File: config.mk
export PLATFORM = sky130hd
export DESIGN_NAME = mam_decoder
export DESIGN_NICKNAME = d
export VERILOG_FILES = /design/src/mam_pkg.sv /design/src/mam_bit_map.sv /design/src/mam_decoder.sv
export SDC_FILE = /design/constraint.sdc
export NUM_CORES = 1
export LEC_CHECK = 0
export ABC_AREA = 1
export BUFFER_PORTS_ARGS = -buffer_cell sky130_fd_sc_hd__buf_2
export CAP_MARGIN = 30
export CORE_ASPECT_RATIO = 1.4
export CORE_MARGIN = 4
export CORE_UTILIZATION = 28
export CTS_CLUSTER_SIZE = 24
export DETAILED_ROUTE_END_ITERATION = 10
export PLACE_DENSITY = 0.49
export SETUP_SLACK_MARGIN = 0.4
export SLEW_MARGIN = 5
export SYNTH_ARGS = -nofsm -noshare
export SYNTH_HDL_FRONTEND = slang
export SYNTH_SLANG_ARGS = --single-unit
File: constraint.sdc
create_clock -name mclk -period 1.5 [get_ports mclk]
set_clock_uncertainty 0.2 [all_clocks]
set_input_delay 0.3 -clock mclk [delete_from_list [all_inputs] [get_ports mclk]]
set_output_delay 0.3 -clock mclk [all_outputs]
set_load 0.01 [all_outputs]
File: src/mam_pkg.sv
package mam_pkg;

   // Internal data space layout
   localparam logic [7:0]  MAM_UPPER_BASE   = 8'h80;
   localparam logic [7:0]  MAM_BITBYTE_BASE = 8'h20;
   localparam logic [2:0]  MAM_BANK_HI      = 3'h0;

   // External data space layout
   localparam int          MAM_XRAM_AW      = 12;
   localparam logic [15:0] MAM_XRAM_TOP     = 16'h1000;

   // Program flash layout
   localparam int          MAM_SECTOR_LSB   = 9;
   localparam logic [15:0] MAM_FACTORY_BASE = 16'hFE00;
   localparam logic [16:0] MAM_EXTRA_BASE   = 17'h10000;
   localparam logic [16:0] MAM_EXTRA_LAST   = 17'h1007F;

   // Off-chip strobe timing
   localparam int          MAM_CLK_MHZ      = 125;
   localparam int          MAM_STROBE_NS    = 40;
   localparam int          MAM_STROBE_CYC   = (MAM_STROBE_NS * MAM_CLK_MHZ + 999) / 1000;

   typedef enum logic [2:0] {
      MAM_OP_DIRECT,
      MAM_OP_INDIRECT,
      MAM_OP_WREG,
      MAM_OP_BIT,
      MAM_OP_XDATA,
      MAM_OP_CODE_READ,
      MAM_OP_CODE_ERASE
   } mam_op_t;

   typedef enum logic [1:0] {
      MAM_STEER_ONCHIP,
      MAM_STEER_OFFCHIP,
      MAM_STEER_SPLIT
   } mam_steer_t;

   typedef struct packed {
      mam_op_t     op;
      logic        write;
      logic [16:0] addr;
      logic [7:0]  wdata;
   } mam_req_t;

   typedef struct packed {
      logic        iram_sel;
      logic [7:0]  iram_addr;
      logic        sfr_sel;
      logic [7:0]  sfr_addr;
      logic        bit_sel;
      logic [2:0]  bit_idx;
      logic        xram_sel;
      logic [11:0] xram_addr;
      logic        flash_sel;
      logic [15:0] flash_addr;
      logic        extra_sel;
      logic [6:0]  extra_addr;
      logic        erase_req;
      logic [6:0]  sector;
      logic        reserved_hit;
      logic        range_err;
      logic        write;
      logic [7:0]  wdata;
   } mam_dec_t;

   typedef struct packed {
      logic        ale;
      logic        rd;
      logic        wr;
      logic [7:0]  ad_out;
      logic        ad_oe;
      logic [7:0]  addr_lo;
      logic [7:0]  addr_hi;
   } mam_off_t;

endpackage : mam_pkg

File: src/mam_bit_map.sv
`timescale 1ns/1ps
`default_nettype none

module mam_bit_map
   import mam_pkg::*;
(
   // Bit address in
   input  wire logic [7:0] bit_addr,
   // Byte location out
   output var  logic [7:0] byte_addr,
   output var  logic [2:0] bit_idx,
   output var  logic       in_sfr
);

   always_comb begin
      bit_idx = bit_addr[2:0];
      in_sfr  = bit_addr[7];
      if (bit_addr[7]) begin
         // Upper bit space lands on special function bytes ending in 0 or 8
         byte_addr = {bit_addr[7:3], 3'h0};
      end else begin
         byte_addr = MAM_BITBYTE_BASE + {4'h0, bit_addr[6:3]};
      end
   end

endmodule : mam_bit_map

`default_nettype wire

File: src/mam_decoder.sv
// Notes on behaviour
// - Low 128 internal bytes give same storage for direct and indirect access.
// - Upper 128: indirect goes to RAM, direct goes to special function space.
// - First 32 internal bytes form four banks of working registers.
// - The 16 bytes after the banks are byte or bit addressable.
// - On-chip 4k data block repeats on every 4k across 64k space when steering is all on-chip.
// - External data steering: all on-chip, all off-chip, or split at 4k.
// - Off-chip data port runs multiplexed or separate address and data lines.
// - 64k program flash, rewritable in 512-byte sectors in system, top sector at 0xFE00 locked.
// - Extra 128-byte flash sector decoded at 0x10000 to 0x1007F.
`timescale 1ns/1ps
`default_nettype none

module mam_decoder
   import mam_pkg::*;
#(
   parameter int STROBE_CYC = MAM_STROBE_CYC
)
(
   // Clock, reset, enable
   input  wire logic       mclk,
   input  wire logic       sys_rst,
   input  wire logic       clk_en,
   // Core request
   input  wire logic       req_valid,
   input  wire mam_req_t   req,
   input  wire logic [1:0] reg_bank,
   // Configuration
   input  wire mam_steer_t steer,
   input  wire logic       muxed,
   // Decoded selects
   output var  logic       busy,
   output var  mam_dec_t   dec,
   output var  logic       done,
   output var  logic [7:0] rdata,
   // Off-chip data port
   output var  mam_off_t   off,
   input  wire logic [7:0] ad_in
);

   typedef enum logic [1:0] {
      MAM_ST_IDLE,
      MAM_ST_ADDR,
      MAM_ST_STROBE
   } mam_st_t;

   typedef struct packed {
      mam_st_t    st;
      logic [3:0] cnt;
      logic       busy;
      logic       wr;
      logic [7:0] wdata;
      mam_dec_t   dec;
      mam_off_t   off;
      logic       done;
      logic [7:0] rdata;
      logic [7:0] ad_s1;
      logic [7:0] ad_s2;
   } mam_state_t;

   localparam logic [3:0] CNT_LOAD = 4'(STROBE_CYC - 1);

   mam_state_t q;
   mam_state_t n;

   logic [7:0] bit_byte;
   logic [2:0] bit_idx;
   logic       bit_sfr;
   logic       take;
   logic       x_onchip;

   mam_bit_map u_bit_map (
      .bit_addr  (req.addr[7:0]),
      .byte_addr (bit_byte),
      .bit_idx   (bit_idx),
      .in_sfr    (bit_sfr)
   );

   assign take = req_valid && !q.busy;

   always_comb begin
      unique case (steer)
         MAM_STEER_ONCHIP:  x_onchip = 1'b1;
         MAM_STEER_OFFCHIP: x_onchip = 1'b0;
         MAM_STEER_SPLIT:   x_onchip = req.addr[15:0] < MAM_XRAM_TOP;
         default:           x_onchip = 1'b1;
      endcase
   end

   always_comb begin
      n = q;
      // Selects are one-cycle pulses
      n.dec.iram_sel     = 1'b0;
      n.dec.sfr_sel      = 1'b0;
      n.dec.bit_sel      = 1'b0;
      n.dec.xram_sel     = 1'b0;
      n.dec.flash_sel    = 1'b0;
      n.dec.extra_sel    = 1'b0;
      n.dec.erase_req    = 1'b0;
      n.dec.reserved_hit = 1'b0;
      n.dec.range_err    = 1'b0;
      n.done             = 1'b0;
      // Pin lines pass two flops before anyone reads them
      n.ad_s1 = ad_in;
      n.ad_s2 = q.ad_s1;

      if (take) begin
         n.dec.write = req.write;
         n.dec.wdata = req.wdata;
         unique case (req.op)
            MAM_OP_DIRECT: begin
               if (req.addr[7:0] < MAM_UPPER_BASE) begin
                  n.dec.iram_sel  = 1'b1;
                  n.dec.iram_addr = req.addr[7:0];
               end else begin
                  n.dec.sfr_sel  = 1'b1;
                  n.dec.sfr_addr = req.addr[7:0];
               end
            end
            MAM_OP_INDIRECT: begin
               // Indirect never reaches the special function space
               n.dec.iram_sel  = 1'b1;
               n.dec.iram_addr = req.addr[7:0];
            end
            MAM_OP_WREG: begin
               n.dec.iram_sel  = 1'b1;
               n.dec.iram_addr = {MAM_BANK_HI, reg_bank, req.addr[2:0]};
            end
            MAM_OP_BIT: begin
               n.dec.bit_sel = 1'b1;
               n.dec.bit_idx = bit_idx;
               if (bit_sfr) begin
                  n.dec.sfr_sel  = 1'b1;
                  n.dec.sfr_addr = bit_byte;
               end else begin
                  n.dec.iram_sel  = 1'b1;
                  n.dec.iram_addr = bit_byte;
               end
            end
            MAM_OP_XDATA: begin
               if (x_onchip) begin
                  n.dec.xram_sel  = 1'b1;
                  n.dec.xram_addr = req.addr[MAM_XRAM_AW-1:0];
               end else begin
                  n.busy           = 1'b1;
                  n.wr             = req.write;
                  n.wdata          = req.wdata;
                  n.off.addr_hi    = req.addr[15:8];
                  if (muxed) begin
                     // Low address shares the data lines, latched by ale
                     n.off.ale    = 1'b1;
                     n.off.ad_out = req.addr[7:0];
                     n.off.ad_oe  = 1'b1;
                     n.st         = MAM_ST_ADDR;
                  end else begin
                     n.off.addr_lo = req.addr[7:0];
                     n.off.rd      = !req.write;
                     n.off.wr      = req.write;
                     n.off.ad_out  = req.wdata;
                     n.off.ad_oe   = req.write;
                     n.cnt         = CNT_LOAD;
                     n.st          = MAM_ST_STROBE;
                  end
               end
            end
            MAM_OP_CODE_READ,
            MAM_OP_CODE_ERASE: begin
               if (!req.addr[16]) begin
                  n.dec.flash_sel    = req.op == MAM_OP_CODE_READ;
                  n.dec.flash_addr   = req.addr[15:0];
                  n.dec.reserved_hit = req.addr[15:0] >= MAM_FACTORY_BASE;
                  n.dec.sector       = req.addr[15:MAM_SECTOR_LSB];
                  // Factory area is guarded even if software strays into it
                  n.dec.erase_req    = req.op == MAM_OP_CODE_ERASE
                                       && req.addr[15:0] < MAM_FACTORY_BASE;
               end else if (req.addr <= MAM_EXTRA_LAST) begin
                  n.dec.extra_sel  = 1'b1;
                  n.dec.extra_addr = req.addr[6:0];
                  n.dec.erase_req  = req.op == MAM_OP_CODE_ERASE;
               end else begin
                  n.dec.range_err = 1'b1;
               end
            end
            default: begin
               n.dec.range_err = 1'b1;
            end
         endcase
      end

      unique case (q.st)
         MAM_ST_IDLE: begin
         end
         MAM_ST_ADDR: begin
            n.off.ale    = 1'b0;
            n.off.rd     = !q.wr;
            n.off.wr     = q.wr;
            n.off.ad_out = q.wdata;
            n.off.ad_oe  = q.wr;
            n.cnt        = CNT_LOAD;
            n.st         = MAM_ST_STROBE;
         end
         MAM_ST_STROBE: begin
            if (q.cnt == 4'h0) begin
               // Strobe covers the synchroniser delay on read data
               n.rdata     = q.ad_s2;
               n.off.rd    = 1'b0;
               n.off.wr    = 1'b0;
               n.off.ad_oe = 1'b0;
               n.done      = 1'b1;
               n.busy      = 1'b0;
               n.st        = MAM_ST_IDLE;
            end else begin
               n.cnt = q.cnt - 4'h1;
            end
         end
      endcase
   end

   always_ff @(posedge mclk) begin
      if (sys_rst) begin
         q <= '0;
      end else if (clk_en) begin
         q <= n;
      end
   end

   assign busy  = q.busy;
   assign dec   = q.dec;
   assign done  = q.done;
   assign rdata = q.rdata;
   assign off   = q.off;

endmodule : mam_decoder

`default_nettype wire

**Word-level counts from Yosys, hierarchy flattened**

Cells that the tools add are included.
W data, S select, Z words.

- Register bits: 148
- Input port bits: 46
- Word-level logic and storage cells: 129

- Add/subtract/negate cells: 2
- $lt $le $gt $ge: 5
- Eq/ne operators: 15
- Multiplexer cells: 44
- Bitwise logic cells: 3
- Reduce and logical (&&, ||, !) cells: 26

Operators with widths:

| cell | count |
|---|---|
| $mux W123 | 1 |
| $mux W9 | 8 |
| $mux W28 | 2 |
| $mux W8 | 5 |
| $pmux W9 S4 | 1 |
| $mux W34 | 1 |
| $mux W16 | 2 |
| $mux W13 | 2 |
| $reduce_and A5 Y1 | 5 |
| $pmux W9 S2 | 1 |
| $le A17 B17 Y1 const B | 1 |
| $mux W17 | 1 |
| $ge A16 B16 Y1 const B | 1 |
| $lt A16 B13 Y1 const B | 1 |
| $lt A16 B16 Y1 const B | 1 |
| $reduce_and A4 Y1 | 4 |
| $mux W4 | 3 |
| $pmux W6 S2 | 1 |
| $eq A3 B3 Y1 const B | 3 |
| $lt A8 B8 Y1 const B | 1 |
| $mux W1 | 8 |
| $mux W2 | 4 |
| $ne A2 B2 Y1 const B | 4 |
| $reduce_bool A2 Y1 | 4 |
| other kinds (19) | 30 |

**Logic depth before layout (Yosys ltp)**

Gate-level depths: netlist of the first run.

- Depth in word-level cells: 7
- Gate-level depth with buffers: 10

**By module**

A second synthesis of the first run with hierarchy kept.

- Cells, all modules: 893
- Area, all modules: 6721.4 µm²

By module, submodules not included:

| module | instances | cells an instance | area an instance (µm²) | seq. area each (µm²) |
|---|---|---|---|---|
| mam_decoder | 1 | 872 | 6616.3 | 2822.7 |
| mam_bit_map | 1 | 21 | 105.1 | 0.0 |

**Worst setup path after synthesis of the first run**

OpenSTA, ideal clock, no wires.

- Path kind: reg-to-reg
- Start: reg q[142] (netlist name)
- End: reg q, in the netlist rdata[3]
- Arrival: 1364 ps
- Required time: 1229 ps
- Setup slack: -135 ps
- Cell stages (with the launch flop): 11
- Cell sequence: dfxtp_1 > inv_1 > ha_1 > nand2_1 > nor2_1 > inv_1 > nor2_1 > nand2_2 > inv_2 > nand2_1 > a21oi_1

- Word-level cells in the longest chain between the ends: 2

RTL lines:

| what | line | text |
|---|---|---|
| start: declaration | mam_decoder.sv:63 | `mam_state_t q;` |
| start signal: assignment | mam_decoder.sv:223 | `q <= n;` |
| $logic_not A4 Y1 | mam_decoder.sv:203 | `if (q.cnt == 4'h0) begin` |
| $reduce_and A3 Y1 (no line) | - |  |

Every way passes these cells.
A chain may end at the register's enable or synchronous reset.

**Worst setup path in the final report of the first run**

- Start: reg q, in the netlist busy
- End: reg q, in the netlist off[6]

- Word-level cells in the longest chain between the ends: 3

RTL lines:

| what | line | text |
|---|---|---|
| $logic_not A1 Y1 | mam_decoder.sv:79 | `assign take = req_valid && !q.busy;` |
| $logic_and A1 B1 Y1 | mam_decoder.sv:79 |  |
| $reduce_and A4 Y1 (no line) | - |  |

Every way passes these cells.

==> results.py, run 1 <==
metrics = {
    "worst_setup_path": {
        "critical-path-max-stage-delay_ns": 0.33,
        "cp.arrival_ns": 1.75,
        "critical_path.cell_chain": "nor2_4, nand3_4, nor2_4, nand2_4, bufbuf_16, o21ai_1, nor2_1",
        "path_class": "register to register",
        "crit_buf_inv": 1,
        "cp_max_fo": 9,
        "crit_required_ns": 1.62,
        "critPathCaptureType": "register",
        "crit_path_frequent_cell": "nor2_4",
        "crit_family": "simple AND/OR/NAND/NOR gates",
        "start_kind": "register",
        "cpMaxStageDelayCell": "dfxtp_2",
    },
    "timing": {
        "setup_viol": 86,
        "rsz0062_at_grt": "true",
        "clock.fmax_mhz": 611,
        "period_share_pct": 109,
        "tightest_slew_ns": 0.382,
        "setup_ws_ns": -0.135,
        "hold_viol_final": 0,
        "tns_ns": -4.10,
        "drv_slew": 0,
        "slew_headroom_pct": 74.5,
        "timing.final.crit_period_ns": 1.64,
    },
    "finish": {
        "stdcell_count": 1386,
        "areaGrowthSynthToFinish_pct": 67.5,
        "finish.utilization_pct": 47.9,
        "final_nets": 1119,
        "final_layout_size_suffix_gt1_share_pct": 61.1,
        "final_cell_area_mm2": 0.0108,
    },
    "synth": {
        "synth_ff_type": "dfxtp_1",
        "syn_avg_cell_area_um2": 7.50,
        "ys_async_sr_fraction_pct": 0,
        "ys_ff_latch": 141,
        "synth_cell_types": 34,
        "synth_top_area_cell": "dfxtp_1",
        "synth-edff-count": 0,
        "syn_inst": 862,
        "syn_area_mm2": 0.00647,
        "yosysSeqAreaShare_pct": 43.6,
        "synth.top_cell.area_share_pct": 43.6,
        "yosysMostFrequentCell": "nor2_1",
        "syn-num-nets": 911,
        "yosys_warnings": 0,
        "yosys-top-cells-area": "dfxtp_1 (44%), buf_4 (14%), nor2_1 (8.3%)",
        "synth_common_cells": "nor2_1 (143), dfxtp_1 (141), buf_4 (120)",
    },
    "clock_tree": {
        "cts_buffers": 17,
        "clockBufferDepth": 2,
        "htreeDepth": 4,
        "cts.sinks": 141,
        "cts_tree": "done",
        "root_buffer": "clkbuf_16",
        "clkSlewWorstSetupHoldPaths_ns": 0.06,
        "clock_latency_ns": 0.43,
    },
    "floorplan": {
        "core_mm2": 0.0226,
        "start_util_pct": 28.6,
        "fp.dieArea_mm2": 0.0256,
        "die_x_um": 136,
        "die_y_um": 188,
        "num_io_pins": 163,
        "num_rows": 65,
    },
    "run_status": {
        "outcome": "complete, but fails checks",
        "violations": "negative setup slack",
    },
    "placed_design": {
        "place_area_mm2": 0.00753,
        "dp.cells": 1256,
        "place_hpwl_um": 14700,
        "io_buffers": 162,
        "gp_congestion": 0.855,
    },
    "detailed_routing": {
        "drc": 0,
        "wl_per_cell_um": 16.4,
        "firstDrtPassIters": 4,
        "via_count": 6314,
        "via_per_inst": 4.56,
        "drt_iter0_drc": 246,
        "drt-total-wl_um": 22800,
        "drtAntennaViolNets": 0,
    },
    "global_route": {
        "grt_usage_pct": 17.3,
        "grt_max_degree": 41,
        "antenna_found_initial": 3,
        "grt-ovfl-total": 0,
        "grt_pass1_vias": 6197,
        "grt_pass1_wl_um": 33800,
    },
    "power": {
        "power_mw": 9.77,
        "power.leakage_nw": 4.65,
        "irDropWorstVdd_mv": 0.782,
        "powerDensity_mw_per_mm2": 902,
    },
    "run": {
        "maxCapViolations": 0,
    },
    "hold_path": {
        "holdCritPathClass": "input port to register",
    },
}
registers in the layout, summed over array words and instances, names as in the netlist:
| signal | count |
|---|---|
| done | 1 |
| q | 23 |
| rdata | 8 |
| dec | 72 |
| busy | 1 |
| off | 28 |
| n | 8 |
per-layer routing:
| layer | track usage (%) | vias up | share of wire (%) |
|---|---|---|---|
| met5 | 0 | - | 0.057 |
| met4 | 7.72 | 2 | 3.6 |
| met2 | 30.7 | 138 | 53 |
| li1 | - | 3124 | - |
| met1 | 19.5 | 3006 | 39 |
| met3 | 3.46 | 44 | 3.9 |
kinds of logic after synthesis:
family                     count (synthesis)  share of synthesized area [%]
and+or+nand+nor                          301                           19.3
AOI/OAI and AO/OA                        211                           16.7
adders and majority gates                  3                          0.580
DFF                                      141                           43.6
buffers and inverters                    205                           19.7
xor gates and xnor gates                   1                          0.135
where the power goes:
| part | internal, mW | switching [mW] | leakage (nW) |
|---|---|---|---|
| combinational | 0.632 | 0.697 | 3.15 |
| sequential | 3.85 | 0.0702 | 1.20 |
| clock | 2.85 | 1.68 | 0.299 |
| total | 7.32 | 2.45 | 4.65 |
area by class of cell:
class | count | area (µm²)
Multi-Input combinational cell | 517 | 3190
Sequential cell | 141 | 2980
Inverter | 54 | 293
Antenna cell | 2 | 5.00
Timing Repair inverter | 3 | 35.0
Clock buffer | 24 | 502
Tap cell | 301 | 377
Clock inverter | 8 | 130
Timing Repair Buffer | 336 | 3330
Fill cell | 2196 | 11800
placed cells by master (no fill, tap or decap), types with 29 or more instances in the layout:
cell type,synthesis,final
buf_4,120,110
buf_2,5,47
nor2_4,2,29
o21ai_2,1,42
o21ai_1,2,42
nand2_1,109,84
nor2_1,143,98
buf_6,2,134
a21oi_1,95,63
a21oi_2,1,31
dfxtp_2,0,105
metrics by stage:
stage	hold WS, ns	worst slack [ns]
final	0.0233	-0.135
after global routing	0.0252	-0.182
after CTS	0.00406	-0.0911
after detailed placement	0.240	-0.282
after global placement	0.238	-0.286
after floorplan	0.224	-0.0451
timing repair:
item	4_1_cts	5_1_grt
endpoints found under the setup margin	242	242
pin swaps	46	46
endpoints found under the hold margin	25	0
hold buffers	19	0
resized for setup	365	156
cloned	7	4
setup buffers	35	31
path summary, 6_finish.rpt:
kind,startpoint,end,slack [ns],cells after the start
worst max register to register,busy,off[6],-0.14,7
worst min register to register,q[139],q[139],0.25,2
worst min-delay path,req[7],q[139],0.02,3
worst max-delay path,busy,off[6],-0.14,7
worst reg2reg max path, stage by stage, from the launching register on:
cell	delay, ns
dfxtp_2	0.33
nor2_4	0.13
nand3_4	0.12
nor2_4	0.15
nand2_4	0.14
bufbuf_16	0.31
o21ai_1	0.11
nor2_1	0.04
(Power assumes the default switching activity.)
==> inputs of run 2 (changes only) <==
--- a/config.mk
+++ b/config.mk
@@ -6,14 +6,14 @@
 export NUM_CORES = 1
 export LEC_CHECK = 0
 export ABC_AREA = 1
-export BUFFER_PORTS_ARGS = -buffer_cell sky130_fd_sc_hd__buf_2
 export CAP_MARGIN = 30
 export CORE_ASPECT_RATIO = 1.4
 export CORE_MARGIN = 4
 export CORE_UTILIZATION = 28
 export CTS_CLUSTER_SIZE = 24
 export DETAILED_ROUTE_END_ITERATION = 10
-export PLACE_DENSITY = 0.49
+export DONT_BUFFER_PORTS = 1
+export PLACE_DENSITY = 0.43
 export SETUP_SLACK_MARGIN = 0.4
 export SLEW_MARGIN = 5
 export SYNTH_ARGS = -nofsm -noshare
==> run 2 against run 1 <==
Against the previous run: the run ends with negative hold slack, negative setup slack left; clock-buffer cell count unchanged; via count is 14% lower; sequential power down 1%; worst setup slack better by 0.053 ns; total power decreased by 11%; clock power shrank 14%; flip-flop and latch count is the same; global-route usage decreased by 0.66 points; hold slack got worse by 0.29 ns; sequential share of layout area up 7.7 points; die area stayed put; combinational power down 29%; critical endpoint is now dec[42]; largest cell class is now multi-input combinational cells.
==> results.py, run 2 (same netlist as run 1, synthesis figures left out) <==
metrics = {
    "power": {
        "seq_power_share_pct": 44.3,
        "power.leakage_nw": 3.36,
        "swShare_pct": 25.6,
        "p_switching_mw": 2.24,
        "comb_power_share_pct": 10.9,
        "powerDensity_mw_per_mm2": 985,
        "clkPwrFrac_pct": 44.8,
        "irDropWorstVdd_mv": 0.765,
        "intPower_mw": 6.50,
    },
    "global_route": {
        "grt_pass1_wl_um": 32000,
        "met3_usage_pct": 4.72,
        "grt_use_met2_pct": 28.9,
        "grt_max_degree": 47,
        "grt-ovfl-total": 0,
        "grtUsageMet1_pct": 18.8,
        "grt_usage_pct": 16.6,
        "grt_pass1_vias": 5391,
        "antenna_found_initial": 2,
        "top_usage_layer": "met2",
    },
    "finish": {
        "stdcell_count": 1169,
        "multiInputGateArea_mm2": 0.00322,
        "final_cell_mix": "nor2_1 (114), nand2_1 (75), dfxtp_4 (65)",
        "areaGrowthSynthToFinish_pct": 37.1,
        "ff_latch_area_mm2": 0.00313,
        "final_layout_size_suffix_gt1_share_pct": 50.6,
        "fill_cells": 2366,
        "finish.utilization_pct": 39.2,
        "final_common_cell": "nor2_1",
        "largest_reg_flops": 72,
        "final_nets": 901,
        "final_cell_area_mm2": 0.00887,
    },
    "worst_setup_path": {
        "crit_end": "dec[42]",
        "start_kind": "register",
        "path_class": "register to register",
        "r2r_slack_ns": -0.08,
        "crit_required_ns": 1.61,
        "cp_max_fo": 5,
        "critical_path.cell_chain": "nor2_4, nand2_4, buf_6, nor2_4, nand2_4, inv_8, buf_12, clkbuf_16, a211oi_2",
        "critPathLaunch": "busy",
        "critical-path-max-stage-delay_ns": 0.33,
        "reg2reg_from": "busy",
        "r2r_cells": 9,
        "r2r-end": "dec[42]",
        "critPathCaptureType": "register",
        "cp.arrival_ns": 1.69,
        "cpMaxStageDelayCell": "dfxtp_2",
    },
    "timing": {
        "slew_headroom_pct": 61.1,
        "timing.final.crit_period_ns": 1.58,
        "hold_viol_final": 72,
        "tightest_slew_ns": 0.584,
        "setup_viol": 53,
        "period_share_pct": 105,
        "hold_slack_ns": -0.264,
        "clock.fmax_mhz": 632,
        "rsz0062_at_grt": "true",
        "setup_ws_ns": -0.0823,
        "drv_slew": 0,
    },
    "floorplan": {
        "num_io_pins": 163,
        "die_x_um": 136,
        "num_rows": 65,
        "start_util_pct": 28.6,
        "die_y_um": 188,
        "core_mm2": 0.0226,
        "fp.dieArea_mm2": 0.0256,
    },
    "clock_tree": {
        "cts_buffers": 17,
        "root_buffer": "clkbuf_16",
        "cts_tree": "done",
        "clock_latency_ns": 0.42,
        "clkSlewWorstSetupHoldPaths_ns": 0.06,
        "clockBufferDepth": 2,
        "htreeDepth": 4,
        "cts.sinks": 141,
    },
    "detailed_routing": {
        "via_count": 5429,
        "firstDrtPassIters": 4,
        "drtAntennaViolNets": 0,
        "drc": 0,
        "via_per_inst": 4.64,
        "drt-total-wl_um": 21800,
        "drt_iter0_drc": 192,
        "wl_per_cell_um": 18.6,
    },
    "hold_path": {
        "holdCritPathClass": "input port to register",
    },
    "placed_design": {
        "place_area_mm2": 0.00649,
        "place_hpwl_um": 14200,
        "dp_slack_ns": -0.177,
        "io_buffers": 0,
        "gp_congestion": 0.770,
        "dp.cells": 1073,
    },
    "run_status": {
        "violations": "negative hold slack, negative setup slack",
        "outcome": "complete, but fails checks",
    },
    "run": {
        "maxCapViolations": 0,
    },
}
run 2: area by class of cell:
| class | count | share of cell area [%] |
|---|---|---|
| Clock buffer | 24 | 5.21 |
| Timing Repair Buffer | 119 | 14.7 |
| Clock inverter | 7 | 0.748 |
| Antenna cell | 4 | 0.113 |
| Timing Repair inverter | 2 | 0.198 |
| Inverter | 54 | 3.16 |
| Tap cell | 301 | 4.25 |
| Sequential cell | 141 | 35.3 |
| Multi-Input combinational cell | 517 | 36.3 |
run 2: critical path, delay by kind of cell (launching register included):
kind	cells	cell delay [ns]
flip-flops	1	0.33
AND/OR/NAND/NOR	4	0.42
buffers and inverters	4	0.46
AO/OA/AOI/OAI	1	0.06
run 2: worst min path at each step:
stage             from  endpoint  slack [ns]  cells past startpoint
4_1_cts        sys_rst   off[10]       -0.30                      1
2_1_floorplan   q[132]    q[132]        0.22                      2
5_1_grt        sys_rst      done       -0.29                      1
3_5_place_dp   sys_rst   off[15]        0.17                      1
6_report       sys_rst  rdata[5]       -0.26                      1
3_3_place_gp   sys_rst   dec[56]        0.17                      1
run 2: per-layer routing:
layer  up-vias  wire, µm
met1      2560      8540
li1       2692         -
met2       141     11300
met3        36      1400
met4         0       577
met5         -         0
run 2: what timing repair did:
item                                   CTS  global route
resized for setup                      231           228
endpoints found under the hold margin  129            76
hold buffers                            36             1
setup buffers                           10             6
gates cloned                             3             5
setup endpoints to repair              242           242
pin swaps                               43            48
run 2: power by group through the flow:
stage	Sequential (mW)	Clock [mW]	Combinational, mW
floorplan	3.97	0	0.586
global placement	4.03	0	0.620
detailed placement	4.03	0	0.622
CTS	3.91	4.05	0.833
global route	3.88	4.22	1.04
finish	3.87	3.91	0.948
run 2: stage by stage:
stage | TNS, ns | power (mW) | hold slack, ns
detailed placement | -6.13 | 4.66 | 0.173
finish | -1.89 | 8.73 | -0.264
global route | -8.66 | 9.14 | -0.293
CTS | -4.66 | 8.79 | -0.297
global placement | -5.16 | 4.65 | 0.171
floorplan | -0.182 | 4.56 | 0.224
